### src/hw/lcdcrl_defines.svh
`ifndef LCDCRL_DEFINES_SVH
`define LCDCRL_DEFINES_SVH

// ****************************************
// command codes
// ****************************************
`define LCDCRL_CODE_INIT        8'h40
`define LCDCRL_CODE_MEM_WRITE   8'h42
`define LCDCRL_CODE_SCROLL      8'h44
`define LCDCRL_CODE_CSR_LOAD    8'h46
`define LCDCRL_CODE_STEP_BASE   8'h4C
`define LCDCRL_CODE_STEP_MASK   8'hFC
`define LCDCRL_CODE_DISP_OFF    8'h58
`define LCDCRL_CODE_DISP_ON     8'h59
`define LCDCRL_CODE_HSHIFT      8'h5A
`define LCDCRL_CODE_LAYER       8'h5B
`define LCDCRL_CODE_CSR_SHAPE   8'h5D

// ****************************************
// register offsets
// ****************************************
`define LCDCRL_OFS_MODE         5'h00
`define LCDCRL_OFS_CHAR_WIDTH   5'h01
`define LCDCRL_OFS_CHAR_HEIGHT  5'h02
`define LCDCRL_OFS_LINE_ADDR    5'h03
`define LCDCRL_OFS_LINE_TOTAL   5'h04
`define LCDCRL_OFS_FRAME_LINES  5'h05
`define LCDCRL_OFS_PITCH_LOW    5'h06
`define LCDCRL_OFS_PITCH_HIGH   5'h07
`define LCDCRL_OFS_DISP_ENABLE  5'h09
`define LCDCRL_OFS_ATTRIBUTE    5'h0A
`define LCDCRL_OFS_BLK1_LOW     5'h0B
`define LCDCRL_OFS_BLK1_HIGH    5'h0C
`define LCDCRL_OFS_BLK1_LINES   5'h0D
`define LCDCRL_OFS_BLK2_LOW     5'h0E
`define LCDCRL_OFS_BLK2_HIGH    5'h0F
`define LCDCRL_OFS_BLK2_LINES   5'h10
`define LCDCRL_OFS_BLK3_LOW     5'h11
`define LCDCRL_OFS_BLK3_HIGH    5'h12
`define LCDCRL_OFS_BLK4_LOW     5'h13
`define LCDCRL_OFS_BLK4_HIGH    5'h14
`define LCDCRL_OFS_CSR_WIDTH    5'h15
`define LCDCRL_OFS_CSR_HEIGHT   5'h16
`define LCDCRL_OFS_CURSOR_STEP_CMD      5'h17
`define LCDCRL_OFS_LAYER        5'h18
`define LCDCRL_OFS_HSHIFT       5'h1B
`define LCDCRL_OFS_CSR_LOW      5'h1C
`define LCDCRL_OFS_CSR_HIGH     5'h1D

// ****************************************
// parameter counts, masks, reset value
// ****************************************
`define LCDCRL_CNT_INIT         4'h8
`define LCDCRL_CNT_SCROLL       4'hA
`define LCDCRL_CNT_ONE          4'h1
`define LCDCRL_CNT_TWO          4'h2
`define LCDCRL_MASK_HSHIFT      8'h07
`define LCDCRL_REG_RESET        8'h00

`endif

### src/hw/lcdcrl_pkg.sv
package lcdcrl_pkg;

  typedef enum logic [3:0] {
    LCDCRL_IDLE      = 4'b0000,
    LCDCRL_INIT      = 4'b0001,
    LCDCRL_SCROLL    = 4'b0010,
    LCDCRL_HSHIFT    = 4'b0011,
    LCDCRL_LAYER     = 4'b0100,
    LCDCRL_DISP      = 4'b0101,
    LCDCRL_CSR_LOAD  = 4'b0110,
    LCDCRL_CSR_SHAPE = 4'b0111,
    LCDCRL_CSR_STEP  = 4'b1000,
    LCDCRL_MEM_WRITE = 4'b1001,
    LCDCRL_UNKNOWN   = 4'b1010
  } lcdcrl_cmd_type;

  typedef struct packed {
    lcdcrl_cmd_type cmd;
    logic [4:0]     base;
    logic [3:0]     count;
  } lcdcrl_decode_type;

  typedef struct packed {
    logic       wr;
    logic       rd;
    logic       cmd_param_select;
    logic [7:0] data;
  } lcdcrl_host_type;

  typedef struct packed {
    logic        valid;
    logic [15:0] addr;
    logic [7:0]  data;
  } lcdcrl_mem_type;

  typedef struct packed {
    logic [31:0][7:0] regs;
    lcdcrl_cmd_type   cmd;
    logic [4:0]       base;
    logic [3:0]       count;
    logic [3:0]       param_idx;
    lcdcrl_mem_type   mem;
    logic [7:0]       rd_data;
    logic             rd_high;
  } lcdcrl_state_type;

endpackage

### src/hw/lcdcrl_decoder.sv
`timescale 1ns/1ps
`include "lcdcrl_defines.svh"

module lcdcrl_decoder (
  // command byte
  input  wire logic [7:0]                code,
  // decoded command
  output lcdcrl_pkg::lcdcrl_decode_type  dec
);

  always_comb begin
    dec.base  = `LCDCRL_OFS_MODE;
    dec.count = 4'h0;
    if ((code & `LCDCRL_CODE_STEP_MASK) == `LCDCRL_CODE_STEP_BASE) begin
      dec.cmd = lcdcrl_pkg::LCDCRL_CSR_STEP;
    end else begin
      case (code)
        `LCDCRL_CODE_INIT: begin
          dec.cmd   = lcdcrl_pkg::LCDCRL_INIT;
          dec.count = `LCDCRL_CNT_INIT;
        end
        `LCDCRL_CODE_SCROLL: begin
          dec.cmd   = lcdcrl_pkg::LCDCRL_SCROLL;
          dec.base  = `LCDCRL_OFS_BLK1_LOW;
          dec.count = `LCDCRL_CNT_SCROLL;
        end
        `LCDCRL_CODE_HSHIFT: begin
          dec.cmd   = lcdcrl_pkg::LCDCRL_HSHIFT;
          dec.base  = `LCDCRL_OFS_HSHIFT;
          dec.count = `LCDCRL_CNT_ONE;
        end
        `LCDCRL_CODE_LAYER: begin
          dec.cmd   = lcdcrl_pkg::LCDCRL_LAYER;
          dec.base  = `LCDCRL_OFS_LAYER;
          dec.count = `LCDCRL_CNT_ONE;
        end
        `LCDCRL_CODE_DISP_OFF, `LCDCRL_CODE_DISP_ON: begin
          dec.cmd   = lcdcrl_pkg::LCDCRL_DISP;
          dec.base  = `LCDCRL_OFS_ATTRIBUTE;
          dec.count = `LCDCRL_CNT_ONE;
        end
        `LCDCRL_CODE_CSR_LOAD: begin
          dec.cmd   = lcdcrl_pkg::LCDCRL_CSR_LOAD;
          dec.base  = `LCDCRL_OFS_CSR_LOW;
          dec.count = `LCDCRL_CNT_TWO;
        end
        `LCDCRL_CODE_CSR_SHAPE: begin
          dec.cmd   = lcdcrl_pkg::LCDCRL_CSR_SHAPE;
          dec.base  = `LCDCRL_OFS_CSR_WIDTH;
          dec.count = `LCDCRL_CNT_TWO;
        end
        `LCDCRL_CODE_MEM_WRITE: dec.cmd = lcdcrl_pkg::LCDCRL_MEM_WRITE;
        default:                dec.cmd = lcdcrl_pkg::LCDCRL_UNKNOWN;
      endcase
    end
  end

endmodule

### src/hw/lcdcrl_stepper.sv
`timescale 1ns/1ps

module lcdcrl_stepper (
  // cursor and geometry
  input  wire logic [15:0] addr,
  input  wire logic [15:0] pitch,
  input  wire logic [1:0]  dir,
  // stepped cursor
  output logic      [15:0] next_addr
);

  // wraps modulo 64k, as the address space does
  always_comb begin
    case (dir)
      2'h0:    next_addr = addr + 16'h0001;
      2'h1:    next_addr = addr - 16'h0001;
      2'h2:    next_addr = addr - pitch;
      2'h3:    next_addr = addr + pitch;
      default: next_addr = addr;
    endcase
  end

endmodule

### src/hw/lcdcrl_top.sv
// Summary of operation
// RULE1 - init param two: width minus one, drive bit
// RULE2 - init param three: character height minus one
// RULE3 - init param four: addresses per line minus one
// RULE4 - init param five: total line address range
// RULE5 - init param six: frame lines minus one
// RULE6 - init params seven, eight: line pitch low, high
// RULE7 - scroll params one, two: block one start
// RULE8 - scroll param three: block one line count
// RULE9 - scroll params four to six: block two
// RULE10 - scroll params seven to ten: blocks three, four
// RULE11 - shift command: one param, shift bits 2-0
// RULE12 - layer command: combine operation bits 1-0
// RULE13 - layer param bit 2: block one mode
// RULE14 - display command code clears or sets enable
// RULE15 - display param: cursor blink rate bits 1-0
// RULE16 - display param: block attributes bits 7-2
// RULE17 - cursor load: two params, low then high
// RULE18 - cursor shape param one: width minus one
// RULE19 - cursor shape param two: height, block select
// RULE20 - step command: code bits set direction
// RULE21 - host clears layers before display on
// RULE22 - select high is command, low is parameter
// RULE23 - step code down advances by one pitch
// RULE24 - host waits after init code on crystal
// RULE25 - command restarts params, extras are ignored
`timescale 1ns/1ps
`include "lcdcrl_defines.svh"

module lcdcrl_top (
  // clock and reset
  input  wire logic                      clk,
  input  wire logic                      reset_n,
  // host parallel bus
  input  lcdcrl_pkg::lcdcrl_host_type    host,
  output logic [7:0]                     rd_data,
  // configuration seen by the scan engine
  output logic [3:0]                     char_width,
  output logic                           ac_drive_select,
  output logic [3:0]                     char_height,
  output logic [7:0]                     line_addr_count,
  output logic [7:0]                     line_total_count,
  output logic [7:0]                     frame_line_count,
  output logic [15:0]                    virtual_line_pitch,
  output logic                           display_enable,
  output logic [1:0]                     cursor_blink_rate,
  output logic [1:0]                     block1_attr,
  output logic [1:0]                     block2_4_attr,
  output logic [1:0]                     block3_attr,
  output logic [15:0]                    block1_start,
  output logic [7:0]                     block1_lines,
  output logic [15:0]                    block2_start,
  output logic [7:0]                     block2_lines,
  output logic [15:0]                    block3_start,
  output logic [15:0]                    block4_start,
  output logic [3:0]                     cursor_width,
  output logic [3:0]                     cursor_height,
  output logic                           cursor_shape_select,
  output logic [1:0]                     cursor_dir,
  output logic [1:0]                     layer_combine_op,
  output logic                           block1_text_graphics,
  output logic [2:0]                     fine_hshift,
  output logic [15:0]                    cursor_addr,
  // display memory write port
  output lcdcrl_pkg::lcdcrl_mem_type     mem
);

  // ****************************************
  // state and decode
  // ****************************************
  lcdcrl_pkg::lcdcrl_state_type  st;
  lcdcrl_pkg::lcdcrl_state_type  next_st;
  lcdcrl_pkg::lcdcrl_decode_type dec;
  logic [15:0]                   stepped_addr;
  logic                          wr_cmd;
  logic                          wr_par;
  logic [4:0]                    wr_ofs;

  assign wr_cmd = host.wr & host.cmd_param_select;   // [RULE22]
  assign wr_par = host.wr & ~host.cmd_param_select;  // [RULE22]
  assign wr_ofs = 5'(st.base + 5'(st.param_idx));

  lcdcrl_decoder lcdcrl_decoder_i (
    .code (host.data),
    .dec  (dec)
  );

  lcdcrl_stepper lcdcrl_stepper_i (
    .addr      (cursor_addr),
    .pitch     (virtual_line_pitch),
    .dir       (cursor_dir),
    .next_addr (stepped_addr)
  );

  // ****************************************
  // next state
  // ****************************************
  always_comb begin
    next_st           = st;
    next_st.mem.valid = 1'b0;
    if (wr_cmd) begin
      // every command starts its parameter list afresh
      next_st.cmd       = dec.cmd;
      next_st.base      = dec.base;
      next_st.count     = dec.count;
      next_st.param_idx = 4'h0;                       // [RULE25]
      next_st.rd_high   = 1'b0;
      case (dec.cmd)
        lcdcrl_pkg::LCDCRL_DISP: begin
          next_st.regs[`LCDCRL_OFS_DISP_ENABLE] =
            {7'h00, host.data[0]};                    // [RULE14]
        end
        lcdcrl_pkg::LCDCRL_CSR_STEP: begin
          next_st.regs[`LCDCRL_OFS_CURSOR_STEP_CMD] =
            {6'h00, host.data[1:0]};                  // [RULE20] [RULE23]
        end
        default: begin
        end
      endcase
    end else if (wr_par) begin
      case (st.cmd)
        lcdcrl_pkg::LCDCRL_MEM_WRITE: begin
          // data bytes stream without limit, cursor follows
          next_st.mem.valid = 1'b1;
          next_st.mem.addr  = cursor_addr;
          next_st.mem.data  = host.data;
          next_st.regs[`LCDCRL_OFS_CSR_LOW]  = stepped_addr[7:0];   // [RULE23]
          next_st.regs[`LCDCRL_OFS_CSR_HIGH] = stepped_addr[15:8];  // [RULE23]
        end
        lcdcrl_pkg::LCDCRL_IDLE, lcdcrl_pkg::LCDCRL_UNKNOWN,
        lcdcrl_pkg::LCDCRL_CSR_STEP: begin
        end
        default: begin
          // bytes past the parameter count fall on the floor
          if (st.param_idx < st.count) begin          // [RULE25]
            if (wr_ofs == `LCDCRL_OFS_HSHIFT) begin
              next_st.regs[wr_ofs] =
                host.data & `LCDCRL_MASK_HSHIFT;      // [RULE11]
            end else begin
              // one byte per register, in parameter order
              next_st.regs[wr_ofs] = host.data;       // [RULE1] [RULE2] [RULE3]
            end                                       // [RULE4] [RULE5] [RULE6]
            next_st.param_idx = 4'(st.param_idx + 4'h1);
          end                                         // [RULE7] [RULE8] [RULE9]
        end                                           // [RULE10] [RULE12]
      endcase                                         // [RULE13] [RULE15]
    end                                               // [RULE16] [RULE17]
    // reads with select high return the cursor, low byte first
    if (host.rd && host.cmd_param_select) begin       // [RULE18] [RULE19]
      next_st.rd_data = st.rd_high ? cursor_addr[15:8] : cursor_addr[7:0];
      next_st.rd_high = ~st.rd_high;
    end
  end

  always_ff @(posedge clk or negedge reset_n) begin
    if (!reset_n) begin
      st.regs      <= {32{`LCDCRL_REG_RESET}};
      st.cmd       <= lcdcrl_pkg::LCDCRL_IDLE;
      st.base      <= 5'h00;
      st.count     <= 4'h0;
      st.param_idx <= 4'h0;
      st.mem       <= '0;
      st.rd_data   <= 8'h00;
      st.rd_high   <= 1'b0;
    end else begin
      st <= next_st;
    end
  end

  // ****************************************
  // field outputs, straight from the flops
  // ****************************************
  assign char_width           = st.regs[`LCDCRL_OFS_CHAR_WIDTH][3:0];
  assign ac_drive_select      = st.regs[`LCDCRL_OFS_CHAR_WIDTH][7];
  assign char_height          = st.regs[`LCDCRL_OFS_CHAR_HEIGHT][3:0];
  assign line_addr_count      = st.regs[`LCDCRL_OFS_LINE_ADDR];
  assign line_total_count     = st.regs[`LCDCRL_OFS_LINE_TOTAL];
  assign frame_line_count     = st.regs[`LCDCRL_OFS_FRAME_LINES];
  assign virtual_line_pitch   = {st.regs[`LCDCRL_OFS_PITCH_HIGH],
                                 st.regs[`LCDCRL_OFS_PITCH_LOW]};
  assign display_enable       = st.regs[`LCDCRL_OFS_DISP_ENABLE][0];
  assign cursor_blink_rate    = st.regs[`LCDCRL_OFS_ATTRIBUTE][1:0];
  assign block1_attr          = st.regs[`LCDCRL_OFS_ATTRIBUTE][3:2];
  assign block2_4_attr        = st.regs[`LCDCRL_OFS_ATTRIBUTE][5:4];
  assign block3_attr          = st.regs[`LCDCRL_OFS_ATTRIBUTE][7:6];
  assign block1_start         = {st.regs[`LCDCRL_OFS_BLK1_HIGH],
                                 st.regs[`LCDCRL_OFS_BLK1_LOW]};
  assign block1_lines         = st.regs[`LCDCRL_OFS_BLK1_LINES];
  assign block2_start         = {st.regs[`LCDCRL_OFS_BLK2_HIGH],
                                 st.regs[`LCDCRL_OFS_BLK2_LOW]};
  assign block2_lines         = st.regs[`LCDCRL_OFS_BLK2_LINES];
  assign block3_start         = {st.regs[`LCDCRL_OFS_BLK3_HIGH],
                                 st.regs[`LCDCRL_OFS_BLK3_LOW]};
  assign block4_start         = {st.regs[`LCDCRL_OFS_BLK4_HIGH],
                                 st.regs[`LCDCRL_OFS_BLK4_LOW]};
  assign cursor_width         = st.regs[`LCDCRL_OFS_CSR_WIDTH][3:0];
  assign cursor_height        = st.regs[`LCDCRL_OFS_CSR_HEIGHT][3:0];
  assign cursor_shape_select  = st.regs[`LCDCRL_OFS_CSR_HEIGHT][7];
  assign cursor_dir           = st.regs[`LCDCRL_OFS_CURSOR_STEP_CMD][1:0];
  assign layer_combine_op     = st.regs[`LCDCRL_OFS_LAYER][1:0];
  assign block1_text_graphics = st.regs[`LCDCRL_OFS_LAYER][2];
  assign fine_hshift          = st.regs[`LCDCRL_OFS_HSHIFT][2:0];
  assign cursor_addr          = {st.regs[`LCDCRL_OFS_CSR_HIGH],
                                 st.regs[`LCDCRL_OFS_CSR_LOW]};
  assign rd_data              = st.rd_data;
  assign mem                  = st.mem;
endmodule

### config.mk
export PLATFORM = sky130hd
export DESIGN_NAME = lcdcrl_top
export DESIGN_NICKNAME = d
export VERILOG_FILES = /design/src/hw/lcdcrl_pkg.sv /design/src/hw/lcdcrl_decoder.sv /design/src/hw/lcdcrl_stepper.sv /design/src/hw/lcdcrl_top.sv
export VERILOG_INCLUDE_DIRS = /design/src /design/src/hw
export SDC_FILE = /design/constraint.sdc
export NUM_CORES = 1
export LEC_CHECK = 0
export CAP_MARGIN = 20
export CORE_UTILIZATION = 54
export DETAILED_ROUTE_END_ITERATION = 10
export DONT_BUFFER_PORTS = 1
export PLACE_DENSITY = 0.69
export SYNTH_ARGS = -nofsm -noshare
export SYNTH_HDL_FRONTEND = slang
export SYNTH_SLANG_ARGS = --single-unit
### constraint.sdc
create_clock -name clk -period 8.41 [get_ports clk]
set_clock_uncertainty 0.15 [all_clocks]
set_input_delay 0.841 -clock clk [delete_from_list [all_inputs] [get_ports clk]]
set_output_delay 0.841 -clock clk [all_outputs]
set_load 0.1 [all_outputs]
==> results.sh <==
export IMPL_synthCells=1088
export IMPL_dieArea_um2=23100
export IMPL_yosys_top_cells_count="dfrtp_1 (221), buf_4 (201), mux2_2 (167), nand2_1 (47), o21ai_0 (46)"
export IMPL_yosys_area_top_type_share_pct=45.6
export IMPL_r2r_cells=13
export IMPL_register_area_um2=5530
export IMPL_wl_per_cell_um=23.2
export IMPL_reg2reg_slack_ns=3.79
export IMPL_max_slew_margin_rel_pct=13.2
export IMPL_grt_pass1_wl_um=42900
export IMPL_setup_slack_ns=3.79
export IMPL_pin_count=217
export IMPL_cts_buffers=24
export IMPL_syn_to_final_growth_pct=-3.70
export IMPL_syn_avg_cell_area_um2=11.1
export IMPL_powerDensity_nw_per_um2=229
export IMPL_grt_pass1_vias=7144
export IMPL_die_x_um=152
export IMPL_synth_most_common_cell="dfrtp_1"
export IMPL_routed_via_density=6.03
export IMPL_switchingPower_uw=854
export IMPL_p_clk_share_pct=38.0
export IMPL_dpl_cell_area_um2=10900
export IMPL_cts_root_buf="clkbuf_16"
export IMPL_ys_top_cells_by_area="dfrtp_1 (46%), mux2_2 (16%), buf_4 (12%), ha_1 (2.4%), o21ai_0 (1.9%)"
export IMPL_cts_reportedPaths_clkPinSlew_ns=0.06
export IMPL_finalNetCount=922
export IMPL_ys_seq_area_share_pct=45.6
export IMPL_p_int_uw=1830
export IMPL_p_comb_share_pct=17.3
export IMPL_grt_usage_pct=23.8
export IMPL_clk_latency_ns=0.53
export IMPL_yosysTopAreaCell="dfrtp_1"
export IMPL_io_buffers=0
export IMPL_dr_pass1_iters=5
export IMPL_rr_endpoint="cursor_addr[10]$_DFFE_PN0P_"
export IMPL_htree_num_levels=1
export IMPL_start_kind="flop"
export IMPL_hold_path_class="in -> async"
export IMPL_crit_path_end_kind="flop"
export IMPL_ant_nets=0
export IMPL_slew_violations=0
export IMPL_die_h_um=152
export IMPL_dp_cells=1136
export IMPL_synth_area_um2=12100
export IMPL_seqPwrFrac_pct=44.8
export IMPL_route_detailed_drc=0
export IMPL_grt_ovfl_total=0
export IMPL_grt_max_degree=222
export IMPL_vias=7123
export IMPL_multiInputGateArea_um2=4820
export IMPL_cts_tree="done"
export IMPL_gp_congestion=0.897
export IMPL_outcome="finished, final reports clean"
export IMPL_wl_um=27400
export IMPL_dp_hpwl_um=18200
export IMPL_stdcell_area_um2=11700
export IMPL_max_cap_violations=0
export IMPL_rsz0062_at_grt="no"
export IMPL_yosysUniqueCellTypes=72
export IMPL_hold_violations=0
export IMPL_floorplan_rows=54
export IMPL_ir_drop_uv=138
export IMPL_switching_share_pct=31.9
export IMPL_rr_startpoint="virtual_line_pitch[0]$_DFFE_PN0P_"
export IMPL_max_freq_mhz=217
export IMPL_worst_pin_slew_ns=1.30
export IMPL_fillers=1915
export IMPL_fin_crit_ns=4.62
export IMPL_finalSetupTns_ns=0
export IMPL_synthFlopType="dfrtp_1"
export IMPL_drive_gt1_share_pct=28.1
export IMPL_cts_resized_gates=0
export IMPL_crit_arrival_ns=4.87
export IMPL_drt_iter0_markers=384
export IMPL_period_share_pct=54.9
export IMPL_cts_buffer_depth=3
export IMPL_critPathKind="reg -> reg"
export IMPL_core_area_um2=21900
export IMPL_antenna_found_initial=1
export IMPL_leakagePower_uw=0.00557
export IMPL_required_ns=8.66
export IMPL_cts_sinks=221
export IMPL_cp_max_fo=7
export IMPL_async_flop_share_pct=100
export IMPL_final_cells=1181
export IMPL_post_place_ws_ns=3.82
export IMPL_syn_num_nets=1126
export IMPL_initial_core_util_pct=55.4
export IMPL_setup_viol=0
export IMPL_synth_warnings=0
export IMPL_synth_edf_count=0
export IMPL_ys_ff_latch=221
export IMPL_num_antenna_cells=0
export IMPL_holdWs_ns=0.124
cell usage in the layout, fill, tap and decap left out, drive strengths merged, types with 4 or more instances in the layout:
cell and n:
xor2 7, o21ai 46, ha 23, a31oi 11, nand2b 10, mux2 175
o41a 5, or3 9, mux2i 19, a21o 7, a22o 10, clkbuf 35
nand3 13, and2 4, and3 6, o22ai 4, o21a 6, a211oi 7
o31ai 8, nor2 54, nand2 48, nand4 5, xnor2 12, a21oi 40
nor2b 7, clkinv 4, inv 24, nor3 16, buf 14, dfrtp 221
cells by family (layout without fill, tap and decap cells):
kind of cell    after synthesis  in the layout  synth area share (%)
xor+xnor                     19             19                  1.43
compound gates              169            169                  9.18
simple gates                192            192                  8.33
mux                         194            194                  18.1
fa+ha+maj                    25             25                  2.70
buf+inv                     268             81                  14.7
flops                       221            221                  45.6
worst max-delay path by stage:
stage | depth (start not counted) | start | slack [ns] | to
after floorplan | 13 | virtual_line_pitch[0]$_DFFE_PN0P_ | 4.74 | cursor_addr[10]$_DFFE_PN0P_
after global placement | 13 | virtual_line_pitch[0]$_DFFE_PN0P_ | 3.88 | cursor_addr[10]$_DFFE_PN0P_
after detailed placement | 13 | virtual_line_pitch[0]$_DFFE_PN0P_ | 3.82 | cursor_addr[10]$_DFFE_PN0P_
after CTS | 13 | virtual_line_pitch[0]$_DFFE_PN0P_ | 3.80 | cursor_addr[10]$_DFFE_PN0P_
after global routing | 13 | virtual_line_pitch[0]$_DFFE_PN0P_ | 3.50 | cursor_addr[10]$_DFFE_PN0P_
final | 13 | virtual_line_pitch[0]$_DFFE_PN0P_ | 3.79 | cursor_addr[10]$_DFFE_PN0P_
power groups by stage:
stage,clock (uW),combinational (uW),sequential [uW]
6_report,1020,463,1200
5_1_grt,1080,511,1200
4_1_cts,1040,462,1200
3_5_place_dp,0,438,1220
3_3_place_gp,0,434,1220
2_1_floorplan,0,469,1130
per-layer routing:
metal	part of all wire (%)	track usage, %
met4	2.9	8.24
met1	42	31.0
met2	48	38.5
met3	7.9	6.08
met5	0.047	0
worst max-delay path: stages, from the launching register on:
cell and delay (ns):
dfrtp_1 0.75, inv_1 0.26, ha_1 0.21, or3b_2 0.49, or4_1 0.50, o21ai_0 0.18
a21oi_1 0.09, a31oi_1 0.20, ha_1 0.34, and3_1 0.23, a41oi_1 0.41, a211oi_1 0.14
a211o_1 0.28, mux2_2 0.26
area by class of cell:
| cell class | count | share of cell area (%) |
|---|---|---|
| sequential | 221 | 47.4 |
| multi-input combinational | 599 | 41.2 |
| tap | 280 | 3.00 |
| timing repair buffer | 14 | 1.07 |
| clock buffer | 35 | 5.84 |
| clock inverter | 8 | 0.718 |
| inverter | 24 | 0.771 |
what timing repair did:
action | in CTS | in global routing
buffers inserted | 0 | 0
hold endpoints to repair | 221 | 0
endpoints found under the setup margin | 0 | 0
hold buffers | 1 | 0
sequential cells by signal, summed over array words and instances (netlist names), 8 cells and up:
name	cells
mem	25
st	17
block1_start	16
block2_start	16
block3_start	16
block4_start	16
cursor_addr	16
virtual_line_pitch	16
block1_lines	8
block2_lines	8
frame_line_count	8
line_addr_count	8
line_total_count	8
rd_data	8
through the flow:
stage               total power, uW  util (%)
floorplan                      1600         -
global placement               1650      49.7
detailed placement             1660      49.7
CTS                            2710      53.3
global route                   2790      53.3
finish                         2680      53.3
Note: power is estimated with default switching activity, not from simulation.
